==> config.mk <==
export PLATFORM = sky130hd
export DESIGN_NAME = psr_ctrl
export DESIGN_NICKNAME = d
export VERILOG_FILES = /design/src/shared/psr_pkg.sv /design/src/verilog/psr_ctrl.sv /design/src/verilog/psr_axil_slave.sv
export VERILOG_INCLUDE_DIRS = /design/src /design/src/shared
export SDC_FILE = /design/constraint.sdc
export NUM_CORES = 1
export LEC_CHECK = 0
export ABC_AREA = 1
export BUFFER_PORTS_ARGS = -buffer_cell sky130_fd_sc_hd__buf_2
export CORE_MARGIN = 3
export CORE_UTILIZATION = 50
export CTS_CLUSTER_SIZE = 12
export DETAILED_ROUTE_END_ITERATION = 12
export PLACE_DENSITY = 0.84
export RECOVER_POWER = 50
export SYNTH_ARGS = -nofsm -noshare
export SYNTH_HDL_FRONTEND = slang
export SYNTH_SLANG_ARGS = --single-unit
==> constraint.sdc <==
create_clock -name aclk -period 4.35 [get_ports aclk]
set_input_delay 0.435 -clock aclk [delete_from_list [all_inputs] [get_ports aclk]]
set_output_delay 0.435 -clock aclk [all_outputs]
set_load 0.02 [all_outputs]
==> src/shared/psr_map.svh <==
// Purpose: Offsets, field positions, reset values and counts of the peripheral soft reset controller.
// Assumes: Included by the package and the design modules by its bare name.
// Notes:   Register byte address is four times the register index.
`ifndef PSR_MAP_SVH
`define PSR_MAP_SVH

// ****************************************************************
// Bus geometry and register map
// ****************************************************************
`define PSR_ADDR_W                     16
`define PSR_COUNT_IDX                  16'h1c04
`define PSR_CTRL_IDX                   16'h1c05
`define PSR_COUNT_ADDR                 16'(`PSR_COUNT_IDX * 16'h0004)
`define PSR_CTRL_ADDR                  16'(`PSR_CTRL_IDX * 16'h0004)

// ****************************************************************
// Control register fields
// ****************************************************************
`define PSR_GROUP_FOUR_RESET_BIT       7
`define PSR_GROUP_THREE_RESET_BIT      5
`define PSR_DMA_RESET_BIT              4
`define PSR_USB_RESET_BIT              3
`define PSR_ANALOG_CONVERTER_RESET_BIT 2
`define PSR_TIMER_GROUP_RESET_BIT      1
`define PSR_I2C_RESET_BIT              0
`define PSR_CTRL_MASK                  8'hbf

// ****************************************************************
// Reset values, counts and bus answers
// ****************************************************************
`define PSR_CTRL_RESET                 8'h00
`define PSR_COUNT_RESET                16'h0008
`define PSR_COUNT_MIN                  16'h0008
`define PSR_RESP_OKAY                  2'b00
`define PSR_RESP_SLVERR                2'b10

`endif

==> src/shared/psr_pkg.sv <==
// Purpose: Types shared by the peripheral soft reset controller and its bus slave.
// Assumes: psr_map.svh supplies the widths.
// Notes:   Design module state is carried in the packed structs below, apart from the check registers hold_len and want_len in psr_ctrl.
`default_nettype none
`include "psr_map.svh"

package psr_pkg;

  // ****************************************************************
  // Countdown phase
  // ****************************************************************
  typedef enum logic [1:0] {
    PSR_IDLE = 2'b01,
    PSR_HOLD = 2'b10
  } psr_phase_type;

  // ****************************************************************
  // Register write strobe from the bus slave
  // ****************************************************************
  typedef struct packed {
    logic                   en;
    logic [`PSR_ADDR_W-1:0] addr;
    logic [31:0]            data;
    logic [3:0]             strb;
  } psr_wr_type;

  // ****************************************************************
  // Module states
  // ****************************************************************
  typedef struct packed {
    psr_phase_type phase;
    logic [15:0]   count;
    logic [7:0]    held;
    logic [15:0]   remaining;
  } psr_ctrl_state_type;

  typedef struct packed {
    logic                   aw_full;
    logic [`PSR_ADDR_W-1:0] aw_addr;
    logic                   w_full;
    logic [31:0]            w_data;
    logic [3:0]             w_strb;
    logic                   bvalid;
    logic [1:0]             bresp;
    logic                   rvalid;
    logic [31:0]            rdata;
    logic [1:0]             rresp;
  } psr_axi_state_type;

endpackage

`default_nettype wire

==> src/verilog/psr_ctrl.sv <==
// Purpose: Peripheral soft reset controller: timed active-low resets of seven peripheral groups.
// Assumes: Registers are reached over AXI4-Lite; all logic runs on aclk.
// Notes:   Reserved control bits are dropped on write and read as zero.
`timescale 1ns/1ps
`default_nettype none
`include "psr_map.svh"

module psr_ctrl
  import psr_pkg::*;
(
  input  wire logic                   aclk,
  input  wire logic                   aresetn,
  input  wire logic [`PSR_ADDR_W-1:0] s_axi_awaddr,
  input  wire logic                   s_axi_awvalid,
  output logic                        s_axi_awready,
  input  wire logic [31:0]            s_axi_wdata,
  input  wire logic [3:0]             s_axi_wstrb,
  input  wire logic                   s_axi_wvalid,
  output logic                        s_axi_wready,
  output logic [1:0]                  s_axi_bresp,
  output logic                        s_axi_bvalid,
  input  wire logic                   s_axi_bready,
  input  wire logic [`PSR_ADDR_W-1:0] s_axi_araddr,
  input  wire logic                   s_axi_arvalid,
  output logic                        s_axi_arready,
  output logic [31:0]                 s_axi_rdata,
  output logic [1:0]                  s_axi_rresp,
  output logic                        s_axi_rvalid,
  input  wire logic                   s_axi_rready,
  output logic                        audio_uart_spi_rst_n,
  output logic                        card_audio_rst_n,
  output logic                        dma_rst_n,
  output logic                        usb_rst_n,
  output logic                        analog_rst_n,
  output logic                        timer_rst_n,
  output logic                        i2c_rst_n,
  output logic                        reset_busy
);

  // ****************************************************************
  // Bus slave and register decode
  // ****************************************************************

  psr_wr_type         wr;
  logic               wr_ok;
  logic               rd_take;
  logic [31:0]        rd_data;
  logic               rd_ok;
  logic               wr_count_hit;
  logic               wr_ctrl_hit;
  logic [7:0]         set_bits;
  psr_ctrl_state_type r_reg;
  psr_ctrl_state_type r_next;

  psr_axil_slave u_slave (
    .aclk          (aclk),
    .aresetn       (aresetn),
    .s_axi_awaddr  (s_axi_awaddr),
    .s_axi_awvalid (s_axi_awvalid),
    .s_axi_awready (s_axi_awready),
    .s_axi_wdata   (s_axi_wdata),
    .s_axi_wstrb   (s_axi_wstrb),
    .s_axi_wvalid  (s_axi_wvalid),
    .s_axi_wready  (s_axi_wready),
    .s_axi_bresp   (s_axi_bresp),
    .s_axi_bvalid  (s_axi_bvalid),
    .s_axi_bready  (s_axi_bready),
    .s_axi_araddr  (s_axi_araddr),
    .s_axi_arvalid (s_axi_arvalid),
    .s_axi_arready (s_axi_arready),
    .s_axi_rdata   (s_axi_rdata),
    .s_axi_rresp   (s_axi_rresp),
    .s_axi_rvalid  (s_axi_rvalid),
    .s_axi_rready  (s_axi_rready),
    .wr            (wr),
    .wr_ok         (wr_ok),
    .rd_take       (rd_take),
    .rd_data       (rd_data),
    .rd_ok         (rd_ok)
  );

  // Word decode; the two low address bits are ignored.
  assign wr_count_hit = wr.en && ({wr.addr[`PSR_ADDR_W-1:2], 2'b00} == `PSR_COUNT_ADDR);
  assign wr_ctrl_hit  = wr.en && ({wr.addr[`PSR_ADDR_W-1:2], 2'b00} == `PSR_CTRL_ADDR);
  assign wr_ok        = wr_count_hit || wr_ctrl_hit;

  // Only ones in implemented positions start a reset; zeros and reserved bits are dropped.
  assign set_bits = (wr_ctrl_hit && wr.strb[0]) ? (wr.data[7:0] & `PSR_CTRL_MASK) : 8'h00;

  // Read mux: the control word shows the live held-in-reset state.
  always_comb begin
    rd_data = 32'h0000_0000;
    rd_ok   = 1'b1;
    if ({s_axi_araddr[`PSR_ADDR_W-1:2], 2'b00} == `PSR_CTRL_ADDR) begin
      rd_data = {24'h00_0000, r_reg.held};
    end else if ({s_axi_araddr[`PSR_ADDR_W-1:2], 2'b00} == `PSR_COUNT_ADDR) begin
      rd_data = {16'h0000, r_reg.count};
    end else begin
      rd_ok = 1'b0;
    end
  end

  // ****************************************************************
  // Countdown and held bits
  // ****************************************************************

  // Next state: count register writes, reset starts and the shared countdown.
  always_comb begin
    r_next = r_reg;
    if (wr_count_hit && wr.strb[0]) begin
      r_next.count[7:0] = wr.data[7:0];
    end
    if (wr_count_hit && wr.strb[1]) begin
      r_next.count[15:8] = wr.data[15:8];
    end
    case (r_reg.phase)
      PSR_IDLE: begin
        if (set_bits != 8'h00) begin
          r_next.held      = set_bits;
          r_next.remaining = r_reg.count;
          r_next.phase     = PSR_HOLD;
        end
      end
      PSR_HOLD: begin
        if (set_bits != 8'h00) begin
          r_next.held      = r_reg.held | set_bits;
          r_next.remaining = r_reg.count;
        end else if (r_reg.remaining <= 16'h0001) begin
          r_next.held      = `PSR_CTRL_RESET;
          r_next.remaining = 16'h0000;
          r_next.phase     = PSR_IDLE;
        end else begin
          r_next.remaining = r_reg.remaining - 16'h0001;
        end
      end
      default: begin
        r_next.phase     = PSR_IDLE;
        r_next.held      = `PSR_CTRL_RESET;
        r_next.remaining = 16'h0000;
      end
    endcase
  end

  // State register; chip reset clears every held bit and the countdown.
  always_ff @(posedge aclk) begin
    if (!aresetn) begin
      r_reg.phase     <= PSR_IDLE;
      r_reg.count     <= `PSR_COUNT_RESET;
      r_reg.held      <= `PSR_CTRL_RESET;
      r_reg.remaining <= 16'h0000;
    end else begin
      r_reg <= r_next;
    end
  end

  // ****************************************************************
  // Group reset outputs
  // ****************************************************************

  // Each held bit drives its group reset low.
  assign audio_uart_spi_rst_n = !r_reg.held[`PSR_GROUP_FOUR_RESET_BIT];
  assign card_audio_rst_n     = !r_reg.held[`PSR_GROUP_THREE_RESET_BIT];
  assign dma_rst_n            = !r_reg.held[`PSR_DMA_RESET_BIT];
  assign usb_rst_n            = !r_reg.held[`PSR_USB_RESET_BIT];
  assign analog_rst_n         = !r_reg.held[`PSR_ANALOG_CONVERTER_RESET_BIT];
  assign timer_rst_n          = !r_reg.held[`PSR_TIMER_GROUP_RESET_BIT];
  assign i2c_rst_n            = !r_reg.held[`PSR_I2C_RESET_BIT];
  assign reset_busy           = (r_reg.phase == PSR_HOLD);

  // ****************************************************************
  // Checks
  // ****************************************************************

  logic [7:0]  rst_vec;
  logic [15:0] hold_len;
  logic [15:0] want_len;
  logic        load_now;

  // Output pins gathered in control bit order.
  assign rst_vec  = {audio_uart_spi_rst_n, 1'b1, card_audio_rst_n, dma_rst_n,
                     usb_rst_n, analog_rst_n, timer_rst_n, i2c_rst_n};
  assign load_now = (set_bits != 8'h00);

  // Length of the current hold and the length it must reach.
  always_ff @(posedge aclk) begin
    if (!aresetn) begin
      hold_len <= 16'h0000;
      want_len <= 16'h0001;
    end else if (load_now) begin
      hold_len <= 16'h0001;
      want_len <= (r_reg.count == 16'h0000) ? 16'h0001 : r_reg.count;
    end else if (r_reg.phase == PSR_HOLD) begin
      hold_len <= hold_len + 16'h0001;
    end
  end
endmodule

`default_nettype wire

==> src/verilog/psr_axil_slave.sv <==
// Purpose: AXI4-Lite slave that turns bus transfers into register strobes.
// Assumes: One write and one read at most under way; 32-bit data.
// Notes:   Write answers one edge after both address and data are held; reads answer at the taking edge.
`timescale 1ns/1ps
`default_nettype none
`include "psr_map.svh"

module psr_axil_slave
  import psr_pkg::*;
(
  input  wire logic                   aclk,
  input  wire logic                   aresetn,
  input  wire logic [`PSR_ADDR_W-1:0] s_axi_awaddr,
  input  wire logic                   s_axi_awvalid,
  output logic                        s_axi_awready,
  input  wire logic [31:0]            s_axi_wdata,
  input  wire logic [3:0]             s_axi_wstrb,
  input  wire logic                   s_axi_wvalid,
  output logic                        s_axi_wready,
  output logic [1:0]                  s_axi_bresp,
  output logic                        s_axi_bvalid,
  input  wire logic                   s_axi_bready,
  input  wire logic [`PSR_ADDR_W-1:0] s_axi_araddr,
  input  wire logic                   s_axi_arvalid,
  output logic                        s_axi_arready,
  output logic [31:0]                 s_axi_rdata,
  output logic [1:0]                  s_axi_rresp,
  output logic                        s_axi_rvalid,
  input  wire logic                   s_axi_rready,
  output psr_wr_type                  wr,
  input  wire logic                   wr_ok,
  output logic                        rd_take,
  input  wire logic [31:0]            rd_data,
  input  wire logic                   rd_ok
);

  psr_axi_state_type r_reg;
  psr_axi_state_type r_next;

  // Ready is offered while each holding slot is empty.
  assign s_axi_awready = !r_reg.aw_full;
  assign s_axi_wready  = !r_reg.w_full;
  assign s_axi_arready = !r_reg.rvalid;
  assign s_axi_bvalid  = r_reg.bvalid;
  assign s_axi_bresp   = r_reg.bresp;
  assign s_axi_rvalid  = r_reg.rvalid;
  assign s_axi_rdata   = r_reg.rdata;
  assign s_axi_rresp   = r_reg.rresp;
  assign rd_take       = s_axi_arvalid && !r_reg.rvalid;

  // A write strobe fires once both halves are held and no answer is pending.
  assign wr.en   = r_reg.aw_full && r_reg.w_full && !r_reg.bvalid;
  assign wr.addr = r_reg.aw_addr;
  assign wr.data = r_reg.w_data;
  assign wr.strb = r_reg.w_strb;

  // Next state of the channel slots.
  always_comb begin
    r_next = r_reg;
    if (s_axi_awvalid && !r_reg.aw_full) begin
      r_next.aw_full = 1'b1;
      r_next.aw_addr = s_axi_awaddr;
    end
    if (s_axi_wvalid && !r_reg.w_full) begin
      r_next.w_full = 1'b1;
      r_next.w_data = s_axi_wdata;
      r_next.w_strb = s_axi_wstrb;
    end
    if (wr.en) begin
      r_next.aw_full = 1'b0;
      r_next.w_full  = 1'b0;
      r_next.bvalid  = 1'b1;
      r_next.bresp   = wr_ok ? `PSR_RESP_OKAY : `PSR_RESP_SLVERR;
    end else if (r_reg.bvalid && s_axi_bready) begin
      r_next.bvalid = 1'b0;
    end
    if (rd_take) begin
      r_next.rvalid = 1'b1;
      r_next.rdata  = rd_data;
      r_next.rresp  = rd_ok ? `PSR_RESP_OKAY : `PSR_RESP_SLVERR;
    end else if (r_reg.rvalid && s_axi_rready) begin
      r_next.rvalid = 1'b0;
    end
  end

  // State register with synchronous reset.
  always_ff @(posedge aclk) begin
    if (!aresetn) begin
      r_reg <= '0;
    end else begin
      r_reg <= r_next;
    end
  end

endmodule

`default_nettype wire

* Word-level counts from Yosys, hierarchy flattened *
Cells that the tools add are included.

storage, ports and cells
  register bits after elaboration = 116
  input bits = 75
  word-level logic and storage cells = 79
  output and inout port bits = 49

operators by class
  $add $sub $neg = 1
  reduce and logical (&&, ||, !) cells = 30
  equal/unequal tests = 10
  bitwise logic cells = 2
  multiplexer cells = 20
  $lt $le $gt $ge = 1

operator list
  cell                                                              number
  == test 14 x 13 -> 1 bit (second input constant)                  4
  two-way mux 16 bit                                                3
  two-way mux 24 bit                                                2
  case mux 24 bit (2 select lines)                                  1
  less-or-equal comparator 16 x 1 -> 1 bit (second input constant)  1
  two-way mux 8 bit                                                 2
  subtractor 16 x 1 -> 16 bit (second input constant)               1
  logical AND 1 bit                                                 12
  zero test 1 bit                                                   11
  two-way mux 2 bit                                                 5
  bitwise OR 8 bit                                                  1
  nonzero test 8 bit                                                1
  two-way mux 1 bit                                                 6
  != test 2 bit (second input constant)                             2
  case mux 2 bit (2 select lines)                                   1
  nonzero test 2 bit                                                2
  != test 3 x 1 -> 1 bit (second input constant)                    1
  AND reduction 3 bit                                               1
  == test 2 x 1 -> 1 bit (second input constant)                    1
  == test 2 bit (second input constant)                             1
  != test 2 x 1 -> 1 bit (second input constant)                    1
  AND reduction 2 bit                                               1
  OR reduction 2 bit                                                1
  logical OR 1 bit                                                  1
  inverter 1 bit                                                    1

* Longest topological paths before layout *
Gate-level depths: netlist of run 1.

  depth after elaboration = 8
  depth in mapped cells = 15
  gate-level depth less buffers = 14

* Hierarchy *
A second synthesis of run 1 with hierarchy kept.

unflattened totals
  cells, all modules = 912
  area, all modules = 6683.9 um^2

modules (own cells, without submodules)
  module          times used  cells each  seq. area each (um^2)  area an instance (um^2)
  psr_axil_slave  1           484         1801.7                 3952.5
  psr_ctrl        1           428         820.8                  2731.4

* Least setup slack after synthesis of run 1 *
No wires, ideal clock.

  path type = register to register
  start point = register r_reg[0] (netlist name)
  end point = register r_reg[16] (netlist name)
  library setup time = 0.134 ns
  buffers on the path = 1
  data arrival time = 1.728 ns
  setup slack = 2.488 ns
  data required time = 4.216 ns
  period minus slack after synthesis = 1.862 ns
  cell stages (with the launch flop) = 13
  cell sequence = dfxtp_1 -> inv_1 -> ha_1 -> inv_1 -> nor3_1 -> nand2_1 -> a21oi_1 -> nor2_2 -> inv_1 -> nor2_2 -> buf_2 -> o21ai_0 -> a21oi_1

on the way
  cells in the longest elaborated chain, start to end = 3

ends and longest elaborated chain
  what                                      RTL line         source
  start: declaration                        psr_ctrl.sv:52   psr_ctrl_state_type r_reg;
  start signal: assignment                  psr_ctrl.sv:152  r_reg <= r_next;
  less-or-equal comparator 16 x 1 -> 1 bit  psr_ctrl.sv:128  end else if (r_reg.remaining <= 16'h0001) begin
  != test 3 x 1 -> 1 bit (no line)          --
  AND reduction 2 bit (no line)             --

No other way between the ends.
A chain may end at the register's enable or synchronous reset.

* Final worst setup path of run 1 *
  start point = input port aresetn
  end point = register r_reg[39] (netlist name)

RTL lines
  what                RTL line        source
  start: declaration  psr_ctrl.sv:12  input wire logic aresetn,

No word-level cell between the ends.

==> summary.txt, run 1 <==
Routing
  • Vias: 4,330
  • Final wirelength: 10,860 um
  • Antenna viol nets, final: 0
  • Initial drt markers: 376
  • DRT Pass-1 Iters: 5
  • DR vias/cell: 5.293
  • Drt wl/cell: 13.28 um
  • Drt drc: 0

Floorplan
  • Initial Util: 0.5246
  • Row Count: 34
  • Die width: 102.8 um
  • Die span in y: 102.8 um
  • DIE AREA: 0.01057 mm^2
  • CORE AREA: 0.008934 mm^2
  • IO Pins: 124

STA
  • Fmax: 314.2 MHz
  • Setup violators final: 0
  • Fin. Hold Viols: 0
  • Max_slew headroom: -0.4164
  • Slew Viols, Final: 62
  • Setup Skew: 14.00 ps
  • RSZ-0062 raised after global routing: no
  • Tmin final: 3183 ps
  • Hold WS: 283.4 ps
  • TNS Setup: 0 ps
  • Fin crit share: 0.7317
  • Least-Margin Pin Slew: 2125 ps

GRT
  • Antenna violations before repair: 0
  • Number of global-route vias before repair: 4,062
  • Total track usage: 0.2079
  • First-pass GRT wire length: 17,770 um
  • Largest net degree at the start of global routing: 62
  • Total congestion overflow: 0

Clocking
  • CTS tree: yes
  • Num CTS Buffers: 9
  • Clock Latency Late Sink: 370 ps
  • Clock sinks: 95
  • # resized after CTS: 0
  • Post-CTS setup buffer count: 0
  • H-tree depth: 3
  • Root Driver: clkbuf_8
  • Reg clk slew, reported paths: 90 ps
  • Post-CTS Hold Buffers: 0
  • Longest Clk Path Bufs: 2

Finish
  • Number of fill cells: 833
  • Share of cells above drive strength 1: 0.1296
  • Final nets: 785
  • Antenna cells: 0
  • Fin cells: 818
  • Largest register FFs: 41
  • Layout area overhead: 7.822%

Power and ir drop
  • Reg power frac: 0.493
  • Switching share of power: 0.3549
  • Internal Pwr Total: 1.247 mW
  • Clk network pwr share: 0.270
  • Power Density: 382.6 mW/mm^2
  • IR drop worst, VDD: 0.0001987 V
  • Pleak: 2.182 nW
  • Comb power frac: 0.237
  • Switching pwr: 0.6862 mW

Synth
  • Syn. warnings: 0
  • Post-synth cell types: 39
  • Largest area contributor in the netlist: dfxtp_1
  • Synth area leaders: dfxtp_1 (41%), nand2_1 (11%), o21ai_0 (6.7%)
  • Post-synthesis cell count: 655
  • Syn_area_per_cell: 7.156 um^2
  • Complex-gate fraction of the synthesized area: 0.1874
  • Flops & latches, synth: 95
  • Sequential fraction of the synthesis area: 0.4058
  • Post-synth EDFFs: 0
  • Adder-Cell Fraction of Synth Area: 0.01068
  • Post-Synth Simple-Gate Area: 0.2288
  • Mux share of post-synthesis cell area: 0
  • Synthesized area: 0.004687 mm^2
  • Synth Flop Type: dfxtp_1
  • Largest family of logic cells by synthesized area: simple AND/OR/NAND/NOR gates
  • Xor/xnor share of the synthesized area: 0.02429
  • Post-synth ARST share: 0
  • Post-synth top area share: 0.4058

Critical path
  • Reg-to-reg slack, setup: 1780 ps
  • RR Startpoint: r_reg[0]$_SDFFE_PN0P_
  • CP Capture Type: flip-flop
  • Crit path DAT: 3470 ps
  • Critical Path Source Type: primary input
  • FF-to-FF End: r_reg[3]$_SDFFE_PN0P_
  • Crit-path max FO: 61
  • Required time worst endpoint: 4640 ps
  • Cells on worst reg2reg path: 13
  • CP Class: in2reg

Hold path
  • Hold path cells: 3
  • HP Class: in2reg
  • HP Start: s_axi_awaddr[6]
  • Hold EP: u_slave.wr[42]$_SDFFE_PN0P_

Place
  • DP HPWL: 7640 um
  • Final Wtd Congestion: 0.8712
  • Placed insts: 803
  • I/O Buffers: 83

Flow run
  • Max-cap viol count: 1

Status
  • Failing checks: max-capacitance violations, max-slew violations
  • Status: finished with violations
power groups by stage:
| stage | Clock (mW) | Sequential, mW | Combinational [mW] |
|---|---|---|---|
| CTS | 0.529 | 0.951 | 0.455 |
| finish | 0.523 | 0.952 | 0.458 |
| global placement | 0 | 0.968 | 0.435 |
| floorplan | 0 | 0.963 | 0.380 |
| detailed placement | 0 | 0.970 | 0.450 |
| global route | 0.563 | 0.957 | 0.513 |
worst max-delay path: stages:
cell      delay, ps
clkbuf_1       1490
inv_1           900
buf_4           460
nor3_1          180
layout by cell type, fill, tap and decap left out, types with 2 or more instances in the layout:
cell type / n
clkinv_4: 2
a21oi_1: 45
inv_1: 70
buf_2: 51
clkbuf_1: 32
clkinvlp_4: 2
nor2_2: 5
nor3_1: 9
nand3_1: 16
nand4_1: 6
o21ai_0: 63
clkinv_1: 4
xor2_1: 8
nor4_1: 2
conb_1: 18
nand2_2: 2
o221ai_1: 7
ha_1: 4
a211oi_1: 8
nand3_2: 2
dfxtp_1: 95
a21oi_2: 10
nor2_1: 79
clkbuf_8: 9
o211ai_1: 8
nand2_1: 133
xnor2_1: 5
synth_stat cells (2+ instances only):
cell / n
a211oi_1: 8
a21oi_1: 45
a21oi_2: 10
buf_2: 5
buf_4: 38
clkbuf_1: 16
clkinv_1: 4
dfxtp_1: 95
ha_1: 4
inv_1: 70
nand2_1: 133
nand2_2: 2
nand3_1: 16
nand3_2: 2
nand4_1: 6
nor2_1: 79
nor2_2: 5
nor3_1: 9
nor4_1: 2
o211ai_1: 8
o21ai_0: 63
o221ai_1: 7
xnor2_1: 5
xor2_1: 8
cell type report:
type | instances | area [um^2] | area share
Clock inverter | 6 | 46.29 | 0.009161
Timing Repair Buffer | 84 | 382.9 | 0.07576
Sequential cell | 95 | 1902 | 0.3763
Clock buffer | 9 | 123.9 | 0.02451
Inverter | 75 | 281.5 | 0.05571
Tap cell | 108 | 135.1 | 0.02674
Multi-Input combinational cell | 441 | 2182 | 0.4318
how the worst max path moves through the flow:
stage	from	to	slack [ps]	cells after the start
floorplan	r_reg[0]$_SDFFE_PN0P_	r_reg[16]$_SDFFE_PN0P_	2490	12
global placement	r_reg[0]$_SDFFE_PN0P_	r_reg[12]$_SDFFE_PN0P_	1950	13
detailed placement	r_reg[0]$_SDFFE_PN0P_	r_reg[7]$_SDFFE_PN0P_	1870	13
CTS	r_reg[0]$_SDFFE_PN0P_	r_reg[3]$_SDFFE_PN0P_	1810	13
global route	aresetn	r_reg[39]$_SDFFE_PN0P_	800	4
finish	aresetn	r_reg[39]$_SDFFE_PN0P_	1170	4
metrics by stage:
stage | power [mW] | area, um^2 | util | setup slack [ps]
2_1_floorplan | 1.343 | 4751 | - | 2488
3_3_place_gp | 1.403 | 4923 | 0.5511 | 1946
3_5_place_dp | 1.420 | 4923 | 0.5511 | 1873
4_1_cts | 1.934 | 5094 | 0.5702 | 1809
5_1_grt | 2.034 | 5054 | 0.5657 | 795.6
6_report | 1.933 | 5054 | 0.5657 | 1167
cells by family (layout without fill, tap and decap cells):
group           count (synthesis)  in the layout
simple gates                  258            258
buf+inv                       136            174
other cells                     1             18
compound gates                148            148
xor+xnor                       13             13
fa+ha+maj                       4              4
flops                          95             95
layer usage:
metal,GRT usage,part of all wire,vias up
li1,-,-,2163
met1,0.2573,0.42,1991
met2,0.3560,0.49,149
met3,0.04601,0.073,27
met4,0.07570,0.016,0
met5,0,0,-
No activity file was read; power rests on OpenSTA's default activity.
==> run 2, diff against run 1 <==
CORE_UTILIZATION = 48   (was 50)
PLACE_DENSITY = 0.85   (was 0.84)
clock period = 2.9 ns   (was 4.35 ns; I/O delays follow)
==> summary.txt, run 2 (synthesized netlist as in run 1, its figures left out) <==
Finish
  • Commonest non-fill, non-tap cell in the layout: nand2_1
  • Commonest cells after routing, fill and taps aside: nand2_1 (133), dfxtp_1 (95), nor2_1 (79)
  • Layout area overhead: 9.584%
  • Antenna cells: 0 (unchanged)
  • Area of the multi-input gates: 0.002182 mm^2 (unchanged)
  • Number of fill cells: 903 (+8.4%)
  • Share of cells above drive strength 1: 0.1341 (+0.004501)
  • FF+latch area: 0.001902 mm^2 (unchanged)
  • Final nets: 790 (+0.64%)
  • Largest register FFs: 41 (unchanged)

Clocking
  • Root Driver: clkbuf_8
  • Post-CTS setup buffer count: 0 (unchanged)
  • CTS tree: yes
  • # resized after CTS: 0 (unchanged)
  • Num CTS Buffers: 9 (unchanged)
  • Reg clk slew, reported paths: 100 ps (about the same)
  • Post-CTS Hold Buffers: 0 (unchanged)
  • Clock sinks: 95 (unchanged)
  • Clock Latency Late Sink: 360 ps (about the same)
  • Longest Clk Path Bufs: 2 (unchanged)
  • H-tree depth: 3 (unchanged)

STA
  • Least-Margin Pin Slew: 1349 ps (-776.0 ps)
  • Tmin final: 2279 ps
  • Setup Skew: 8.860 ps (-5.144 ps)
  • Setup violators final: 0 (unchanged)
  • TNS Setup: 0 ps (unchanged)
  • Fin crit share: 0.7858
  • RSZ-0062 raised after global routing: no
  • Fmax: 438.8 MHz
  • Fin. Hold Viols: 0 (unchanged)
  • Slew Viols, Final: 0 (-100%)
  • Max_slew headroom: 0.1009 (+0.5173)

Routing
  • DR vias/cell: 4.947 (-6.5%)
  • Drt drc: 0 (unchanged)
  • Final wirelength: 10,340 um (-4.8%)
  • Drt wl/cell: 12.24 um (-7.8%)
  • Vias: 4,180 (-3.5%)
  • DRT Pass-1 Iters: 6 (+1)
  • Antenna viol nets, final: 0 (unchanged)
  • Initial drt markers: 308 (-18%)

Critical path
  • Crit path max-delay family: simple AND/OR/NAND/NOR gates
  • CP startpoint: r_reg[0]$_SDFFE_PN0P_
  • Required time worst endpoint: 3110 ps (-1530 ps)
  • RR Startpoint: r_reg[0]$_SDFFE_PN0P_
  • CP max stage delay: 360 ps (-1130 ps)
  • Crit path buf inv count: 4 (+1)
  • Slowest cell on the critical path: dfxtp_1
  • Cell Chain, Critical Path: inv_1 -> ha_1 -> inv_1 -> nor3_1 -> nand2_1 -> a21oi_1 -> nor2_2 -> inv_1 -> nor2_2 -> buf_4 -> o21ai_0 -> a21oi_1
  • Critical Path Source Type: flip-flop
  • Crit-path max FO: 22 (-64%)
  • CP Class: reg2reg
  • Most repeated library cell on the critical path: inv_1
  • CP Capture Type: flip-flop
  • Crit path DAT: 2490 ps (-980 ps)

Place
  • I/O Buffers: 83 (unchanged)
  • DP HPWL: 7388 um (-3.3%)
  • Final Wtd Congestion: 0.8814 (+1.2%)

Power and ir drop
  • Pleak: 2.216 nW (+1.6%)
  • Clk network pwr share: 0.295 (+0.025)
  • Switching share of power: 0.3405 (-0.01437)
  • Reg power frac: 0.478 (-0.015)
  • Switching pwr: 1.016 mW (+48%)
  • Comb power frac: 0.227 (-0.010)
  • Internal Pwr Total: 1.967 mW (+58%)
  • Power Density: 580.9 mW/mm^2 (+52%)
  • IR drop worst, VDD: 0.0003532 V (+78%)
  • Tot Pwr: 2.983 mW (+54%)

Floorplan
  • Die span in y: 104.8 um (+1.9%)
  • Initial Util: 0.5001 (-0.02452)
  • IO Pins: 124 (unchanged)
  • DIE AREA: 0.01099 mm^2 (+3.9%)
  • Die width: 104.8 um (+1.9%)
  • Row Count: 35 (+2.9%)
  • CORE AREA: 0.009371 mm^2 (+4.9%)

Status
  • Status: complete, no violations

Hold path
  • HP Start: s_axi_wdata[5]
  • HP Class: in2reg

GRT
  • Antenna violations before repair: 0 (unchanged)
  • Largest net degree at the start of global routing: 36 (-42%)
  • First-pass GRT wire length: 17,280 um (-2.8%)
  • Total track usage: 0.1882 (-0.01976)
  • Number of global-route vias before repair: 3,814 (-6.1%)
  • Total congestion overflow: 0 (unchanged)

Flow run
  • Max-cap viol count: 0 (-1)
run 2: cell types whose count changed in the layout (fill, tap and decap cells not counted), sizes merged:
| cell | previous run | this run |
|---|---|---|
| bufinv | 0 | 1 |
| buf | 52 | 55 |
| clkbuf | 41 | 44 |
| clkinv | 7 | 6 |
run 2: final timing paths:
check | to | slack [ps] | cells past startpoint
worst max-delay path | r_reg[19]$_SDFFE_PN0P_ | 620 | 12
worst min-delay path | u_slave.wr[9]$_SDFFE_PN0P_ | 140 | 3
worst max register to register | r_reg[19]$_SDFFE_PN0P_ | 620 | 12
worst min register to register | u_slave.wr[18]$_SDFFE_PN0P_ | 460 | 2
run 2: cell type report:
cell class                      instances  share of cell area
Timing Repair Buffer                   89             0.08015
Tap cell                              129             0.03143
Multi-Input combinational cell        441              0.4248
Sequential cell                        95              0.3703
Inverter                               75             0.05481
Clock buffer                           10             0.02485
Clock inverter                          6             0.01364
run 2: routing by layer:
metal  wire length (um)  global-route usage  part of all wire  up-vias
li1                   -                   -                 -     2170
met1               4585              0.2402              0.44     1880
met2               4968              0.3162              0.48      119
met3                641             0.04324             0.062       11
met4                148             0.05717             0.014        0
met5                  0                   0                 0        -
run 2: power groups by stage:
stage,Combinational (mW),Sequential [mW],Clock (mW)
2_1_floorplan,0.570,1.44,0
6_report,0.676,1.43,0.881
5_1_grt,0.763,1.44,0.944
3_5_place_dp,0.671,1.45,0
3_3_place_gp,0.663,1.45,0
4_1_cts,0.682,1.43,0.889
run 2: metrics by stage:
stage	area, um^2	std cells	util	worst slack (ps)	hold WS (ps)
5_1_grt	5136	845	0.5481	429.4	152.6
6_report	5136	845	0.5481	621.2	143.3
4_1_cts	5185	845	0.5533	655.3	137.0
3_5_place_dp	4987	829	0.5322	688.0	447.1
3_3_place_gp	4987	829	0.5322	744.8	440.1
2_1_floorplan	4751	672	-	1038	424.9
run 2: worst min-delay path, delay by kind of cell:
family,cells,cell delay (ps)
buf+inv,1,80
simple gates,2,110
==> run 3, diff against run 2 <==
ABC_AREA = 0   (was 1)
CORE_UTILIZATION = 50   (was 48)
clock period = 2.3 ns   (was 2.9 ns; I/O delays follow)
==> summary.txt, run 3 <==
GRT
  • First-pass GRT wire length: 18,000 um (+4.1%)
  • Largest net degree at the start of global routing: 47 (+31%)
  • Number of global-route vias before repair: 3,808 (-0.16%)
  • Global Route met2 Usage: 0.3707 (+0.05450)
  • Busiest grt layer: met2
  • Grt met3 use: 0.03599 (-0.007250)
  • Met1 Resource Use GR: 0.2829 (+0.04265)
  • Antenna violations before repair: 0 (unchanged)
  • Total track usage: 0.2189 (+0.03076)
  • Total congestion overflow: 0 (unchanged)

Floorplan
  • Die width: 101.1 um (-3.5%)
  • DIE AREA: 0.01023 mm^2 (-6.9%)
  • Initial Util: 0.5163 (+0.01614)
  • CORE AREA: 0.008763 mm^2 (-6.5%)
  • Die span in y: 101.1 um (-3.5%)
  • IO Pins: 124 (unchanged)
  • Row Count: 34 (-2.9%)

Routing
  • Drt wl/cell: 15.32 um (+25%)
  • Initial drt markers: 224 (-27%)
  • DRT Pass-1 Iters: 6 (unchanged)
  • Antenna viol nets, final: 0 (unchanged)
  • Final wirelength: 10,890 um (+5.3%)
  • DR vias/cell: 5.520 (+12%)
  • Vias: 3,925 (-6.1%)
  • Drt drc: 0 (unchanged)

Status
  • Status: complete, no violations

STA
  • Max_slew headroom: 0.5887 (+0.4878)
  • Hold WS: 100.0 ps (-43.25 ps)
  • Least-Margin Pin Slew: 614.7 ps (-734.0 ps)
  • Slew Viols, Final: 0 (unchanged)
  • Setup violators final: 0 (unchanged)
  • Fin. Hold Viols: 0 (unchanged)
  • Setup Skew: 10.74 ps (+1.876 ps)
  • Fmax: 461.7 MHz (+5.2%)
  • TNS Setup: 0 ps (unchanged)
  • RSZ-0062 raised after global routing: no
  • Tmin final: 2166 ps (-112.7 ps)
  • Fin crit share: 0.9418 (+0.1560)

Power and ir drop
  • Switching pwr: 0.8353 mW (-18%)
  • Power Density: 601.3 mW/mm^2 (+3.5%)
  • Clk network pwr share: 0.353 (+0.058)
  • Comb power frac: 0.082 (-0.145)
  • Reg power frac: 0.565 (+0.087)
  • Switching share of power: 0.2752 (-0.06537)
  • Internal Pwr Total: 2.200 mW (+12%)
  • Pleak: 1.978 nW (-11%)
  • IR drop worst, VDD: 0.0004064 V (+15%)

Synth
  • Post-synth top cells: dfxtp_1 (95), nand2_1 (94), buf_4 (40)
  • Post-synthesis cell count: 532 (-19%)
  • Largest area contributor in the netlist: dfxtp_1
  • Synth area leaders: dfxtp_1 (42%), nand2_1 (7.8%), buf_4 (6.6%)
  • Post-synth ARST share: 0 (unchanged)
  • Flops & latches, synth: 95 (unchanged)
  • Post-synth top area share: 0.4204 (+0.01459)
  • Post-synth cell types: 53 (+36%)
  • Synth Flop Type: dfxtp_1
  • Synthesized area: 0.004524 mm^2 (-3.5%)
  • Post-synth EDFFs: 0 (unchanged)
  • Most common cell in the netlist: dfxtp_1
  • Syn_area_per_cell: 8.504 um^2 (+19%)
  • Sequential fraction of the synthesis area: 0.4204 (+0.01459)
  • Syn. warnings: 0 (unchanged)

Clocking
  • Reg clk slew, reported paths: 100 ps (about the same)
  • Clock Latency Late Sink: 370 ps (about the same)
  • Root Driver: clkbuf_8
  • Num CTS Buffers: 9 (unchanged)
  • Longest Clk Path Bufs: 2 (unchanged)
  • Post-CTS Hold Buffers: 0 (unchanged)
  • CTS tree: yes
  • Clock sinks: 95 (unchanged)
  • H-tree depth: 3 (unchanged)

Critical path
  • Crit path max-delay family: simple AND/OR/NAND/NOR gates
  • Crit path DAT: 2430 ps (-60 ps)
  • CP Class: reg2reg
  • Cell Chain, Critical Path: nor4_2 -> nand4_1 -> o21a_1 -> nor2_1 -> o22ai_2 -> a22o_2
  • CP Capture Type: flip-flop
  • Crit-path max FO: 7 (-68%)
  • Slowest cell on the critical path: dfxtp_1
  • CP max stage delay: 390 ps (+30 ps)
  • Critical Path Source Type: flip-flop
  • Required time worst endpoint: 2570 ps (-540 ps)
  • Crit path buf inv count: 0 (-4)

Flow run
  • Max-cap viol count: 0 (unchanged)

Finish
  • Share of cells above drive strength 1: 0.1725 (+0.03839)
  • Antenna cells: 0 (unchanged)
  • Layout area overhead: 11.59%
  • Commonest cells after routing, fill and taps aside: dfxtp_1 (95), nand2_1 (94), buf_2 (53)
  • Final nets: 677 (-14%)
  • Commonest non-fill, non-tap cell in the layout: dfxtp_1
  • Largest register FFs: 41 (unchanged)

Place
  • Final Wtd Congestion: 0.9065 (+2.8%)
  • DP HPWL: 8175 um (+11%)
  • I/O Buffers: 83 (unchanged)

Hold path
  • HP Class: in2reg
[run 3: cell count changes in the layout (fill, tap and decap cells not counted), sizes merged, moves of 12 or more]
cell    delta
nor2      -63
inv       -53
a21oi     -42
nand2     -42
o21ai     -34
a21boi    +32
nor2b     +28
mux2i     +23
buf       +15
a22oi     +12
[run 3: cell families (layout without fill, tap and decap cells)]
logic type | after synthesis | in the layout | synth area share
AOI/OAI and AO/OA | 114 | 114 | 0.1753
buffers and inverters | 79 | 133 | 0.09956
xor gates and xnor gates | 1 | 1 | 0.001936
adders and majority gates | 4 | 4 | 0.01106
DFF | 95 | 95 | 0.4204
and+or+nand+nor | 215 | 215 | 0.2400
other | 1 | 18 | 0.0008289
muxes | 23 | 23 | 0.05088
[run 3: area by class of cell]
type / count / area (um^2)
clock buffers: 9 / 123.9
repair buffers: 101 / 509.2
inverters: 16 / 60.06
clock inverters: 7 / 67.56
well taps: 108 / 135.1
multi-input cells: 375 / 2251
fillers: 770 / 3715
flip-flops and latches: 95 / 1902
[run 3: stage by stage]
| stage | power (mW) | setup WS (ps) | utilization | instances | instance area, um^2 |
|---|---|---|---|---|---|
| finish | 3.036 | 133.9 | 0.5761 | 711 | 5049 |
| global route | 3.155 | 3.956 | 0.5761 | 711 | 5049 |
| CTS | 3.050 | 85.79 | 0.5782 | 710 | 5067 |
| detailed placement | 2.005 | 92.39 | 0.5564 | 694 | 4876 |
| global placement | 1.995 | 174.9 | 0.5564 | 694 | 4876 |
| floorplan | 1.941 | 381.8 | - | 549 | 4588 |
[run 3: routing by layer]
metal  part of all wire  vias to the layer above
met1               0.43                     1806
met5                  0                        -
li1                   -                     1924
met2               0.48                      161
met3              0.062                       34
met4              0.026                        0
[run 3: path summary, 6_finish.rpt]
kind / slack [ps] / endpoint / start / depth (start not counted)
max: 130 / r_reg[17]$_SDFFE_PN0P_ / r_reg[8]$_SDFFE_PN0P_ / 6
min: 100 / u_slave.wr[41]$_SDFFE_PN0P_ / s_axi_awaddr[5] / 3
max reg2reg: 130 / r_reg[17]$_SDFFE_PN0P_ / r_reg[8]$_SDFFE_PN0P_ / 6
min reg2reg: 470 / u_slave.wr[48]$_SDFFE_PN0P_ / u_slave.wr[48]$_SDFFE_PN0P_ / 2
[run 3: power groups by stage]
stage	registers (mW)	clock network, mW	logic [mW]
floorplan	1.75	0	0.194
global placement	1.75	0	0.246
detailed placement	1.75	0	0.251
CTS	1.71	1.08	0.253
global route	1.72	1.15	0.281
finish	1.72	1.07	0.249
[run 3: repair_timing]
action                     4_1_cts  5_1_grt
setup buffers                    0        1
setup endpoints to repair        0        7
resized for setup                0        2
[run 3: worst min-delay path, delay by kind of cell]
family / cells / cell delay [ps]
buffers and inverters: 1 / 100
AO/OA/AOI/OAI: 1 / 60
AND/OR/NAND/NOR: 1 / 40
